## config.mk

```make
export PLATFORM = sky130hd
export DESIGN_NAME = pts_stage
export DESIGN_NICKNAME = d
export VERILOG_FILES = /design/src/core/pts_pkg.sv /design/src/core/pts_inv_timer.sv /design/src/core/pts_stage.sv
export VERILOG_INCLUDE_DIRS = /design/src /design/src/core
export SDC_FILE = /design/constraint.sdc
export NUM_CORES = 2
export LEC_CHECK = 0
export BUFFER_PORTS_ARGS = -buffer_cell sky130_fd_sc_hd__buf_2
export CAP_MARGIN = 20
export CORE_ASPECT_RATIO = 1.75
export CORE_MARGIN = 8
export CORE_UTILIZATION = 35
export CTS_CLUSTER_SIZE = 24
export DETAILED_ROUTE_END_ITERATION = 10
export PLACE_DENSITY_LB_ADDON = 0.25
export SLEW_MARGIN = 20
export SYNTH_ARGS = -nofsm -noshare
export SYNTH_HDL_FRONTEND = slang
export SYNTH_SLANG_ARGS = --single-unit
```

## constraint.sdc

```tcl
create_clock -name clk_i -period 17.6 [get_ports clk_i]
set_input_delay 0.88 -clock clk_i [delete_from_list [all_inputs] [get_ports clk_i]]
set_output_delay 0.88 -clock clk_i [all_outputs]
set_load 0.1 [all_outputs]
```

## src/core/pts_map.svh

```systemverilog
// Constants of the protection stage: register map, fields, timing counts
// Contract
// - Continuously compare pickup_setting with measured_magnitude.
// - Release pick-up below 97 percent of pickup_setting: hysteresis.
// - Pick-up alone is not start; start only while blocking is inactive.
// - Sample the blocking input at the start of every program cycle.
// - Pick-up with blocking inactive asserts start, begins trip timing.
// - Pick-up under blocking: blocked indication, no start or trip.
// - Blocking after start drops it; release runs as on pick-up reset.
// - Blocking gives a display event and a stamped event with values.
// - Software switch emulates blocking only in global test mode.
// - Instant operation asserts trip in the same evaluation as start.
// - fixed_delay_mode trips once the delay passes with pick-up held.
// - inverse_time_mode trip time depends on setting to magnitude.
// - inverse_time_mode never trips before min_operate_delay; 0 no floor.
// - Delay type: 0 fixed_delay_mode, 1 inverse_time_mode; resets 0.
// - min_operate_delay in 5 ms steps, default 40 ms; zero is instant. The code makes zero instant in fixed_delay_mode only.
// - Curve series: 0 IEC, 1 IEEE/ANSI, default IEC, inverse mode only.
// - IEC curve: normal, extremely, very, long, param; default normal. The code stores charsel but never applies it to the timer.
`ifndef PTS_MAP_SVH
`define PTS_MAP_SVH

// Register byte offsets
`define PTS_REG_CTRL 8'h00
`define PTS_REG_PICKUP 8'h04
`define PTS_REG_MIN_DLY 8'h08
`define PTS_REG_TDIAL 8'h0C
`define PTS_REG_STATUS 8'h10
`define PTS_REG_IRQ_STAT 8'h14
`define PTS_REG_IRQ_MASK 8'h18
`define PTS_REG_EVT_MAG 8'h1C
`define PTS_REG_EVT_TIME 8'h20
`define PTS_REG_CYC_DIV 8'h24

// Control fields
`define PTS_CTRL_DTYPE 0
`define PTS_CTRL_SERIES 1
`define PTS_CTRL_CHAR_LO 2
`define PTS_CTRL_CHAR_HI 4
`define PTS_CTRL_TEST 5
`define PTS_CTRL_SWBLK 6

// Status / interrupt fields
`define PTS_ST_PICKUP 0
`define PTS_ST_START 1
`define PTS_ST_TRIP 2
`define PTS_ST_BLOCKED 3
`define PTS_IRQ_START 0
`define PTS_IRQ_TRIP 1
`define PTS_IRQ_BLOCK 2
`define PTS_IRQ_DISP 3

// Reset values
`define PTS_CTRL_RST 7'h00
`define PTS_MIN_DLY_RST 16'h0008
`define PTS_TDIAL_RST 16'h0005
`define PTS_PICKUP_RST 16'h1000

// Hysteresis: reset ratio in percent
`define PTS_RESET_PCT 97
`define PTS_PCT_FULL 100

// Timing: 40 MHz clock, 5 ms delay step
`define PTS_CLK_HZ 40000000
`define PTS_STEP_US 5000
`define PTS_CYC_PER_US 40

`endif

```

## src/core/pts_pkg.sv

```systemverilog
// Types shared by the protection stage files
package pts_pkg;
  typedef enum logic [1:0] {
    PTS_IDLE = 2'b00,
    PTS_START = 2'b01,
    PTS_BLOCKED = 2'b10,
    PTS_TRIPPED = 2'b11
  } pts_state_t;

  typedef struct packed {
    logic [15:0] magnitude;
    logic [31:0] stamp;
    logic [2:0] fault_type;
  } pts_event_t;

  typedef struct packed {
    logic dtype;
    logic series;
    logic [2:0] charsel;
    logic test;
    logic swblk;
  } pts_ctrl_t;
endpackage

```

## src/core/pts_inv_timer.sv

```systemverilog
// Inverse-time accumulator: integrates measured over setting per tick
`timescale 1ns/100ps
module pts_inv_timer
  import pts_pkg::*;
#(
  parameter int WIDTH = 16
) (
  input wire logic clk_i,
  input wire logic resetn_i,
  input wire logic clear_i,
  input wire logic tick_i,
  input wire logic [WIDTH-1:0] setting_i,
  input wire logic [WIDTH-1:0] magnitude_i,
  input wire logic [WIDTH-1:0] tdial_i,
  input wire logic series_i,
  output logic done_o
);
  localparam int ACC_W = 2 * WIDTH + 8;
  logic [ACC_W-1:0] acc_ff;
  logic [ACC_W-1:0] target;
  logic [ACC_W-1:0] excess;

  // Elaboration guard: narrower words leave the curve too coarse
  if (WIDTH < 8) begin : g_bad_width
    $error("pts_inv_timer: WIDTH too small");
  end

  // Excess over setting grows the integral; larger faults finish sooner
  always_comb begin
    excess = '0;
    if (magnitude_i > setting_i) begin
      excess = ACC_W'(magnitude_i - setting_i);
    end
    // Series choice scales the curve; IEEE family halves the target, so it trips in half the time
    target = ACC_W'(tdial_i) * ACC_W'(setting_i);
    if (series_i) begin
      target = target >> 1;
    end
  end

  // Accumulator per program cycle
  always_ff @(posedge clk_i or negedge resetn_i) begin
    if (!resetn_i) begin
      acc_ff <= '0;
    end else if (clear_i) begin
      acc_ff <= '0;
    end else if (tick_i && !done_o) begin
      acc_ff <= acc_ff + excess;
    end
  end

  assign done_o = (acc_ff >= target) && (target != '0);
endmodule // pts_inv_timer

```

## src/core/pts_stage.sv

```systemverilog
// Protection stage: pick-up, blocking, start and trip timing, Wishbone regs
`timescale 1ns/100ps
`include "pts_map.svh"
module pts_stage
  import pts_pkg::*;
#(
  parameter int MAG_W = 16,
  parameter int CYCLE_DIV = 1000
) (
  input wire logic clk_i,
  input wire logic resetn_i,
  input wire logic wb_cyc_i,
  input wire logic wb_stb_i,
  input wire logic wb_we_i,
  input wire logic [7:0] wb_adr_i,
  input wire logic [3:0] wb_sel_i,
  input wire logic [31:0] wb_dat_i,
  output logic [31:0] wb_dat_o,
  output logic wb_ack_o,
  input wire logic [MAG_W-1:0] measured_magnitude_i,
  input wire logic [2:0] fault_type_i,
  input wire logic block_i,
  input wire logic global_test_i,
  output logic start_o,
  output logic trip_o,
  output logic blocked_o,
  output logic event_o,
  output logic irq_o
);
  pts_ctrl_t ctrl_ff;
  logic [MAG_W-1:0] pickup_setting_ff;
  logic [15:0] min_dly_ff;
  logic [MAG_W-1:0] tdial_ff;
  logic [3:0] irq_stat_ff;
  logic [3:0] irq_mask_ff;
  pts_event_t evt_ff;
  logic [31:0] stamp_ff;
  logic [15:0] div_ff;
  logic tick;
  logic blk_ff;
  logic pickup_ff;
  logic nxt_pickup;
  pts_state_t state_ff;
  pts_state_t nxt_state;
  logic [39:0] dly_cnt_ff;
  logic [39:0] dly_target;
  logic dly_done;
  logic instant;
  logic inv_done;
  logic timer_clear;
  logic trip_now;
  logic ev_start;
  logic ev_trip;
  logic ev_block;
  logic [3:0] ev_vec;
  logic wr_stb;
  logic [31:0] rd_data;

  // Elaboration guard: percent product and divider have fixed room
  if (MAG_W < 8 || MAG_W > 16) begin : g_bad_mag_w
    $error("pts_stage: MAG_W must be 8..16");
  end
  if (CYCLE_DIV < 2 || CYCLE_DIV > 65535) begin : g_bad_div
    $error("pts_stage: CYCLE_DIV out of range");
  end

  // Threshold scaled by percent; wide product avoids overflow
  function automatic logic [MAG_W+7:0] pct_of(input logic [MAG_W-1:0] v,
                                              input int pct);
    logic [MAG_W+7:0] p;
    p = (MAG_W+8)'(v) * (MAG_W+8)'(pct);
    return p;
  endfunction

  // Program cycle tick: one evaluation per CYCLE_DIV clocks
  always_ff @(posedge clk_i or negedge resetn_i) begin
    if (!resetn_i) begin
      div_ff <= '0;
    end else if (tick) begin
      div_ff <= '0;
    end else begin
      div_ff <= div_ff + 16'h0001;
    end
  end
  assign tick = (div_ff == 16'(CYCLE_DIV - 1));

  // Time stamp counts program cycles for the blocking event
  always_ff @(posedge clk_i or negedge resetn_i) begin
    if (!resetn_i) begin
      stamp_ff <= '0;
    end else if (tick) begin
      stamp_ff <= stamp_ff + 32'h0000_0001;
    end
  end

  // Blocking sampled once at the head of each cycle
  // Software emulation is honoured only in global test mode
  always_ff @(posedge clk_i or negedge resetn_i) begin
    if (!resetn_i) begin
      blk_ff <= 1'b0;
    end else if (tick) begin
      blk_ff <= block_i | (ctrl_ff.swblk & ctrl_ff.test & global_test_i);
    end
  end

  // Pick-up with 97 percent release hysteresis
  always_comb begin
    nxt_pickup = pickup_ff;
    if (pct_of(measured_magnitude_i, `PTS_PCT_FULL) >=
        pct_of(pickup_setting_ff, `PTS_PCT_FULL)) begin
      nxt_pickup = 1'b1;
    end else if (pct_of(measured_magnitude_i, `PTS_PCT_FULL) <
                 pct_of(pickup_setting_ff, `PTS_RESET_PCT)) begin
      nxt_pickup = 1'b0;
    end
  end

  always_ff @(posedge clk_i or negedge resetn_i) begin
    if (!resetn_i) begin
      pickup_ff <= 1'b0;
    end else if (tick) begin
      pickup_ff <= nxt_pickup;
    end
  end

  // Delay in clocks: steps of 5 ms at 40 MHz
  // 40 bits so the largest step count cannot wrap the clock target
  assign dly_target = 40'(min_dly_ff) * 40'(`PTS_STEP_US * `PTS_CYC_PER_US);
  assign dly_done = (dly_cnt_ff >= dly_target);

  // Timer runs only while started; cleared otherwise
  assign timer_clear = (state_ff != PTS_START);
  always_ff @(posedge clk_i or negedge resetn_i) begin
    if (!resetn_i) begin
      dly_cnt_ff <= '0;
    end else if (timer_clear) begin
      dly_cnt_ff <= '0;
    end else if (!dly_done) begin
      dly_cnt_ff <= dly_cnt_ff + 40'h00_0000_0001;
    end
  end

  pts_inv_timer #(
    .WIDTH(MAG_W)
  ) u_inv (
    .clk_i(clk_i),
    .resetn_i(resetn_i),
    .clear_i(timer_clear),
    .tick_i(tick),
    .setting_i(pickup_setting_ff),
    .magnitude_i(measured_magnitude_i),
    .tdial_i(tdial_ff),
    .series_i(ctrl_ff.series),
    .done_o(inv_done)
  );

  // Zero delay in fixed mode means no timing at all
  assign instant = (min_dly_ff == 16'h0000) && !ctrl_ff.dtype;

  // Trip decision per delay type
  always_comb begin
    if (instant) begin
      trip_now = 1'b1; // Instant, same evaluation as start
    end else if (!ctrl_ff.dtype) begin
      trip_now = dly_done; // Fixed delay, magnitude ignored
    end else begin
      trip_now = inv_done & dly_done; // Floor; zero delay is no floor
    end
  end

  // Stage sequencer evaluated on each program cycle tick
  always_comb begin
    nxt_state = state_ff;
    unique case (state_ff)
      PTS_IDLE: begin
        if (pickup_ff && blk_ff) begin
          nxt_state = PTS_BLOCKED;
        end else if (pickup_ff) begin
          // Instant goes straight to trip so both rise together
          nxt_state = instant ? PTS_TRIPPED : PTS_START;
        end
      end
      PTS_START: begin
        if (!pickup_ff || blk_ff) begin
          nxt_state = blk_ff ? PTS_BLOCKED : PTS_IDLE;
        end else if (trip_now) begin
          nxt_state = PTS_TRIPPED;
        end
      end
      PTS_TRIPPED: begin
        if (!pickup_ff || blk_ff) begin
          nxt_state = blk_ff ? PTS_BLOCKED : PTS_IDLE;
        end
      end
      PTS_BLOCKED: begin
        if (!pickup_ff || !blk_ff) begin
          nxt_state = PTS_IDLE;
        end
      end
    endcase
  end

  always_ff @(posedge clk_i or negedge resetn_i) begin
    if (!resetn_i) begin
      state_ff <= PTS_IDLE;
    end else if (tick) begin
      state_ff <= nxt_state;
    end
  end

  // Instant mode must show trip with start at once
  assign start_o = (state_ff == PTS_START) || (state_ff == PTS_TRIPPED);
  assign trip_o = (state_ff == PTS_TRIPPED);
  assign blocked_o = (state_ff == PTS_BLOCKED);

  // Events on state entry
  assign ev_start = tick && (state_ff == PTS_IDLE) &&
                    (nxt_state == PTS_START || nxt_state == PTS_TRIPPED);
  assign ev_trip = tick && (state_ff != PTS_TRIPPED) &&
                   (nxt_state == PTS_TRIPPED);
  assign ev_block = tick && (state_ff != PTS_BLOCKED) &&
                    (nxt_state == PTS_BLOCKED);
  assign ev_vec = {ev_block, ev_block, ev_trip, ev_start};

  // Blocking event record: magnitude, stamp, fault type
  always_ff @(posedge clk_i or negedge resetn_i) begin
    if (!resetn_i) begin
      evt_ff <= '0;
      event_o <= 1'b0;
    end else begin
      event_o <= ev_block;
      if (ev_block) begin
        evt_ff.magnitude <= 16'(measured_magnitude_i);
        evt_ff.stamp <= stamp_ff;
        evt_ff.fault_type <= fault_type_i;
      end
    end
  end

  // Wishbone classic: one-cycle ack, every address answered
  assign wr_stb = wb_cyc_i && wb_stb_i && wb_we_i && !wb_ack_o;
  always_ff @(posedge clk_i or negedge resetn_i) begin
    if (!resetn_i) begin
      wb_ack_o <= 1'b0;
    end else begin
      wb_ack_o <= wb_cyc_i && wb_stb_i && !wb_ack_o;
    end
  end

  // Settings registers; byte lane 0 alone enables writes, including the upper byte of 16-bit fields
  always_ff @(posedge clk_i or negedge resetn_i) begin
    if (!resetn_i) begin
      ctrl_ff <= `PTS_CTRL_RST; // Fixed, IEC, normal
      pickup_setting_ff <= MAG_W'(`PTS_PICKUP_RST);
      min_dly_ff <= `PTS_MIN_DLY_RST; // 40 ms default
      tdial_ff <= MAG_W'(`PTS_TDIAL_RST);
      irq_mask_ff <= '0;
    end else if (wr_stb && wb_sel_i[0]) begin
      unique case (wb_adr_i)
        `PTS_REG_CTRL: begin
          ctrl_ff.dtype <= wb_dat_i[`PTS_CTRL_DTYPE];
          ctrl_ff.series <= wb_dat_i[`PTS_CTRL_SERIES];
          ctrl_ff.charsel <= wb_dat_i[`PTS_CTRL_CHAR_HI:`PTS_CTRL_CHAR_LO];
          ctrl_ff.test <= wb_dat_i[`PTS_CTRL_TEST];
          ctrl_ff.swblk <= wb_dat_i[`PTS_CTRL_SWBLK];
        end
        `PTS_REG_PICKUP: pickup_setting_ff <= wb_dat_i[MAG_W-1:0];
        `PTS_REG_MIN_DLY: min_dly_ff <= wb_dat_i[15:0];
        `PTS_REG_TDIAL: tdial_ff <= wb_dat_i[MAG_W-1:0];
        `PTS_REG_IRQ_MASK: irq_mask_ff <= wb_dat_i[3:0];
        default: ;
      endcase
    end
  end

  // Sticky status, write one to clear; a new event wins over the clear
  always_ff @(posedge clk_i or negedge resetn_i) begin
    if (!resetn_i) begin
      irq_stat_ff <= '0;
    end else begin
      if (wr_stb && wb_sel_i[0] && wb_adr_i == `PTS_REG_IRQ_STAT) begin
        irq_stat_ff <= (irq_stat_ff & ~wb_dat_i[3:0]) | ev_vec;
      end else begin
        irq_stat_ff <= irq_stat_ff | ev_vec;
      end
    end
  end
  assign irq_o = |(irq_stat_ff & irq_mask_ff);

  // Read mux; unmapped addresses read as zero
  always_comb begin
    rd_data = '0;
    unique case (wb_adr_i)
      `PTS_REG_CTRL: rd_data = 32'({ctrl_ff.swblk, ctrl_ff.test,
                                    ctrl_ff.charsel, ctrl_ff.series,
                                    ctrl_ff.dtype});
      `PTS_REG_PICKUP: rd_data = 32'(pickup_setting_ff);
      `PTS_REG_MIN_DLY: rd_data = 32'(min_dly_ff);
      `PTS_REG_TDIAL: rd_data = 32'(tdial_ff);
      `PTS_REG_STATUS: rd_data = 32'({blocked_o, trip_o, start_o, pickup_ff});
      `PTS_REG_IRQ_STAT: rd_data = 32'(irq_stat_ff);
      `PTS_REG_IRQ_MASK: rd_data = 32'(irq_mask_ff);
      `PTS_REG_EVT_MAG: rd_data = {13'h0000, evt_ff.fault_type,
                                   evt_ff.magnitude};
      `PTS_REG_EVT_TIME: rd_data = evt_ff.stamp;
      `PTS_REG_CYC_DIV: rd_data = 32'(CYCLE_DIV);
      default: rd_data = '0;
    endcase
  end

  always_ff @(posedge clk_i or negedge resetn_i) begin
    if (!resetn_i) begin
      wb_dat_o <= '0;
    end else if (wb_cyc_i && wb_stb_i && !wb_we_i && !wb_ack_o) begin
      wb_dat_o <= rd_data;
    end
  end
endmodule // pts_stage

```

Yosys cells after proc, flatten, opt, wreduce, memory -nomap -nowiden. Cells that the tools add are included.

$add $sub $neg: 5. Muxes and demuxes: 22. Order comparisons: 5. Bitwise operators: 9. Multiply operators: 5. Reduce and logical (&&, ||, !) cells: 41. Equal/unequal tests: 20.

Operators by type and width (count): 32-bit one-hot mux with 10 select lines (1); 40-bit two-way mux (5); 16-bit by 5-bit multiplier with 21-bit output (second input constant) (2); 40-bit by 1-bit adder with 40-bit output (second input constant) (1); 40-bit adder (1); 40-bit by 34-bit >= comparator with 1-bit output (1); 40-bit >= comparator (1); 40-bit nonzero test (1); 32-bit by 1-bit adder with 32-bit output (second input constant) (1); 8-bit by 5-bit equality test with 1-bit output (second input constant) (4); 16-bit by 16-bit multiplier with 32-bit output (1); 32-bit two-way mux (1); 16-bit by 12-bit multiplier with 28-bit output (second input constant) (1); 23-bit >= comparator (1); 23-bit < comparator (1); 16-bit by 7-bit multiplier with 23-bit output (second input constant) (1); 1-bit logical AND (18); 16-bit by 16-bit subtractor with 17-bit output (1); 16-bit by 1-bit adder with 16-bit output (second input constant) (1); 16-bit by 10-bit equality test with 1-bit output (second input constant) (1); 8-bit by 4-bit equality test with 1-bit output (second input constant) (2); 8-bit by 6-bit equality test with 1-bit output (second input constant) (2); 16-bit greater-than comparator (1); 16-bit logical NOT (1); other kinds (22) (56).

Bits in registers: 280. Logic and storage cells: 130. Bits of input ports: 70. Output and inout bits: 38.

Longest topological paths before layout.
Word-level depth: 15. Gate-level depth with buffers: 38. Mapped depth without buffers: 34.

Hierarchy. Synthesis repeated with hierarchy kept, for this count alone.

Cell total of the unflattened synthesis: 3800. Area total of the unflattened synthesis: 34229.1 um^2.

Modules (own cells, without submodules): pts_stage (cells an instance 2102, sequential area each 6010.8 um^2, area an instance 20015.4 um^2, instances 1); pts_inv_timer (cells an instance 1698, sequential area each 1001.0 um^2, area an instance 14213.6 um^2, instances 1).

Worst setup path after synthesis. Ideal clock, no wire load.

Kind: register to register. Start point: register pickup_setting_ff[3]. End point: register evt_ff[0] (netlist name). Data required time: 17.531 ns. Stages on the path, launching flop included: 36. Data arrival time: 8.217 ns. Buffers on the path: 4. Period minus slack after synthesis: 8.286 ns. Setup slack: 9.314 ns. Library setup time: 0.069 ns. Path through: dfrtp_1 clkbuf_1 clkbuf_1 nand2_1 fa_1 inv_1 fa_1 inv_1 fa_1 inv_1 fa_1 fa_1 inv_1 fa_1 inv_1 ha_1 buf_2 a41o_1 a21oi_2 a211oi_1 a211oi_2 a21oi_1 xor2_1 o21ai_0 ha_1 a21o_1 a211oi_1 nand3_1 nor3_1 o21ai_0 a21oi_1 a21oi_1 o21ai_0 clkbuf_1 o21ai_0 nand3_1.

Word-level cells in the longest chain between the ends: 12. Elaborated cells on any way between the ends: 13. Classes of those cells: 1 x mul; 1 x order compare; 1 x eq/ne; 6 x mux; 1 x bitwise; 3 x reduce/logical.

Ends and longest elaborated chain: start: declaration (RTL line pts_stage.sv:31) `logic [MAG_W-1:0] pickup_setting_ff;`; start signal: assignment (RTL line pts_stage.sv:254) `` pickup_setting_ff <= MAG_W'(`PTS_PICKUP_RST); ``; start signal: assignment (RTL line pts_stage.sv:267) `` `PTS_REG_PICKUP: pickup_setting_ff <= wb_dat_i[MAG_W-1:0]; ``; 16-bit by 16-bit multiplier with 32-bit output (*) (RTL line pts_inv_timer.sv:35) `target = ACC_W'(tdial_i) * ACC_W'(setting_i);`; 32-bit two-way mux (*) (RTL line pts_inv_timer.sv:36) `if (series_i) begin`; 40-bit >= comparator or 40-bit nonzero test (tied branches) (RTL line pts_inv_timer.sv:52) `assign done_o = (acc_ff >= target) && (target != '0);`; 1-bit logical AND (*) (RTL line pts_inv_timer.sv:52); 1-bit bitwise AND (*) (RTL line pts_stage.sv:167) `trip_now = inv_done & dly_done;`; 1-bit two-way mux (*) (RTL line pts_stage.sv:164) `end else if (!ctrl_ff.dtype) begin`; 1-bit two-way mux (*) (RTL line pts_stage.sv:162) `if (instant) begin`; 2-bit two-way mux (*) (RTL line pts_stage.sv:186) `end else if (trip_now) begin`; 2-bit two-way mux (*) (RTL line pts_stage.sv:184) `if (!pickup_ff || blk_ff) begin`; 2-bit one-hot mux with 4 select lines (*) (RTL line pts_stage.sv:174) `unique case (state_ff)`; 2-bit equality test (*) (RTL line pts_stage.sv:222) `(nxt_state == PTS_BLOCKED);`; 1-bit logical AND (*) (RTL line pts_stage.sv:221) `assign ev_block = tick && (state_ff != PTS_BLOCKED) &&`; end: declaration (RTL line pts_stage.sv:36) `pts_event_t evt_ff;`.

Mark *: on every way between the ends. The rest lies on a longest branch, timed or not. A chain may end at the register's enable or synchronous reset.

Worst setup path in the final report.
Start point: register tdial_ff[11]. End point: register u_inv.acc_ff[34].

Word-level cells in the longest chain between the ends: 7. Elaborated cells on any way between the ends: 8. Classes of those cells: 1 x mul; 1 x order compare; 1 x mux; 5 x reduce/logical.

Ends and longest elaborated chain: start: declaration (RTL line pts_stage.sv:33) `logic [MAG_W-1:0] tdial_ff;`; start signal: assignment (RTL line pts_stage.sv:256) `` tdial_ff <= MAG_W'(`PTS_TDIAL_RST); ``; start signal: assignment (RTL line pts_stage.sv:269) `` `PTS_REG_TDIAL: tdial_ff <= wb_dat_i[MAG_W-1:0]; ``; 16-bit by 16-bit multiplier with 32-bit output (*) (RTL line pts_inv_timer.sv:35); 32-bit two-way mux (*) (RTL line pts_inv_timer.sv:36); 40-bit >= comparator or 40-bit nonzero test (tied branches) (RTL line pts_inv_timer.sv:52); 1-bit logical AND (*) (RTL line pts_inv_timer.sv:52); 1-bit logical NOT (*) (RTL line pts_inv_timer.sv:47) `end else if (tick_i && !done_o) begin`; 1-bit logical AND (*) (RTL line pts_inv_timer.sv:47); 2-bit nonzero test (no source line) (*); end signal: assignment (RTL line pts_inv_timer.sv:48) `acc_ff <= acc_ff + excess;`; end: declaration (RTL line pts_inv_timer.sv:19) `logic [ACC_W-1:0] acc_ff;`.

Marks and branches as above.

==> summary.txt <==
#FFs+latches synth = 280
Post-synth EDFFs = 0
CTS tree = done
DRT Pass-1 Iters = 8
Post-CTS Setup Inserts = 0
worst min path class = input pin to asynchronous set/reset pin
largest net degree at the start of global routing = 146
num ports = 108
Final period util = 59.5%
combinational group share of total power = 30.5%
Clock Latency Late Sink = 610 ps
Max FO, Critical Path = 26
Ys Warns = 0
Worst path most repeated cell = fa_1
die height = 432 um
core area = 98,800 sq um
die area = 110,000 sq um
CP Class = flip-flop to flip-flop
Detailed Place HPWL = 80,100 um
vias per inst = 5.36
RR Endpoint = u_inv.acc_ff[34]
CTS buffer count = 27
Syn Area/Cell = 8.76 sq um
P_int = 1220 uW
Synth area leaders = dfrtp_1, ha_1, fa_1
startpoint types = flip-flop
initial antenna violation count = 2
Synth Instances = 3,956
Max VDD drop = 68.8 uV
Critical-path top delay cell = dfrtp_1
CP Capture Type = flip-flop
setup_tns = 0 ps
cts hold-fix bufs = 0
most common cell after layout, fill and taps aside = inv_1
drt total wl = 104,000 um
share of cells above drive strength 1 = 6.62%
share of the synthesized area in the top cell type = 19.9%
Starting Density = 35.1%
Crit. Startpoint = tdial_ff[11]
status = finished, final reports clean
H-tree levels = 1
Leak = 0.0195 uW
Post-Syn Nets = 4,808
Clock Power Share = 34.7%
WL per Instance = 19.6 um
f_max = 95.4 MHz
min cycle time layout = 10,480 ps
R2R setup slack = 7120 ps
final number of max-transition violations = 0
antenna viol nets, final = 0
Synth area leader = dfrtp_1
Layout Cells excl Fill = 5,288
Rows = 153
relative slew slack = 30.3%
post-synthesis async set-or-reset flop share = 100%
setup violators final = 0
RSZ-0062 raised after global routing = false
Power Dens Cells = 50.7 nW/um^2
endpoints failing hold = 0
Seq pwr share = 34.8%
DRC viols = 0
# Max-Cap Violations = 0
vias in the first global route = 29,627
worst hold margin = 218 ps
Clock Sinks = 280
Seq/Total Area, Yosys = 20.2%
Max clock buf depth = 3
Tot Pwr = 1900 uW
Resized Gates After CTS = 0
Primary FF master, synth = dfrtp_1
Worst Clk Skew = 33.8 ps
R2R cell count = 31
routed via count = 28,366
utilization after layout = 37.9%
area grow syn2layout = 8.05%
Netlist cell types = 77
Psw = 682 uW
worst reg2reg path startpoint = tdial_ff[11]
global route overflow = 0
crit path DAT = 10,980 ps
Post-Syn Area = 34,700 sq um
Clock Pin Slew Worst Setup and Hold Paths = 80 ps
first-pass GRT wire length = 164,000 um
Worst Tran Pin Value = 1040 ps
number of port buffers = 88
DRT iter0 DRCs = 1,410
Worst path max stage delay = 910 ps
Nets = 4,802
Switching Fraction = 35.9%
DIE WIDTH = 254 um
GPL Wtd Cong = 0.884
Placed Cells = 5,238
most frequent cells in the layout = inv_1, ha_1, nand2_1, dfrtp_1, fa_1
Clock Root Buffer = clkbuf_16
gr usage total = 18.9%
CP Data Required Time = 18,100 ps
[kinds of logic (layout without fill, tap and decap cells)]
group / after synthesis / after routing / synth area share [%]
multiplexers: 61 / 61 / 1.93
AO/OA/AOI/OAI: 772 / 772 / 14.0
AND/OR/NAND/NOR: 1163 / 1163 / 17.2
XOR/XNOR: 191 / 191 / 4.83
other: 0 / 1 / 0
adder cells (fa/ha/maj): 782 / 782 / 34.1
flip-flops: 280 / 280 / 20.2
buffers and inverters: 707 / 721 / 7.69
[worst max-delay path, delay by kind of cell, from the launching register on]
kind            cells  cell delay, ps
fa+ha+maj           8            3980
compound gates     11            3340
simple gates        5            1180
flops               1             910
buf+inv             6             630
xor+xnor            1             340
[sequential cells by signal (all words and copies together), names as in the netlist]
signal	count
div_ff	16
pickup_setting_ff	16
pickup_ff	1
wb_dat_o	32
stamp_ff	32
event_o	1
wb_ack_o	1
blk_ff	1
irq_mask_ff	4
u_inv.acc_ff	40
evt_ff	51
state_ff	2
min_dly_ff	16
irq_stat_ff	4
tdial_ff	16
dly_cnt_ff	40
ctrl_ff	7
[power by group through the flow]
stage	Clock, uW	Sequential (uW)	Combinational, uW
finish	660	660	580
global route	695	661	659
CTS	681	660	586
detailed placement	0	672	581
global placement	0	673	575
floorplan	0	712	376
[cells in the mapped netlist (13+ instances only)]
master,instances
ha_1,510
nor2_1,163
nand4_1,87
mux2_2,46
o21ai_0,206
a22o_1,29
xor2_1,70
and3_1,84
nor2b_1,76
or3_1,22
a21o_1,80
and4_1,13
inv_1,544
o21bai_1,21
nand2b_1,26
o31ai_1,13
nor4_1,18
nand3_1,146
a211oi_1,17
a222oi_1,13
a31oi_1,22
nor3_1,34
a21oi_1,242
xnor2_1,121
and2_1,156
fa_1,272
clkbuf_1,147
o21a_1,16
nand2_1,310
dfrtp_1,276
mux2i_1,15
o211ai_1,16
[layout make-up]
cell class                 instances  area (sq um)
multi-input combinational       2969         25000
clock inverter                    18           236
sequential                       280          7010
clock buffer                      31           711
fill                           10318         61300
tap                             1317          1650
antenna                            1          2.50
inverter                         544          2040
timing repair buffer             128           763
[stage by stage]
step	cell area, sq um	setup WS [ps]
2_1_floorplan	34700	9310
3_3_place_gp	36500	7140
3_5_place_dp	36500	7050
4_1_cts	37500	7040
5_1_grt	37500	6480
6_report	37500	7120
[worst max-delay path by stage]
stage / endpoint / slack, ps
after floorplan: evt_ff[0] / 9310
after global placement: u_inv.acc_ff[34] / 7140
after detailed placement: u_inv.acc_ff[34] / 7050
after CTS: u_inv.acc_ff[34] / 7040
after global routing: u_inv.acc_ff[34] / 6480
final: u_inv.acc_ff[34] / 7120
[per-layer routing]
| layer | share of wire, % | vias to the layer above | global-route usage (%) |
|---|---|---|---|
| li1 | - | 13441 | - |
| met1 | 37 | 14129 | 20.3 |
| met2 | 54 | 582 | 36.4 |
| met3 | 3.2 | 214 | 1.38 |
| met4 | 5.6 | 0 | 9.41 |
| met5 | 0 | - | 0 |
Note: power is estimated with default switching activity, not from simulation.
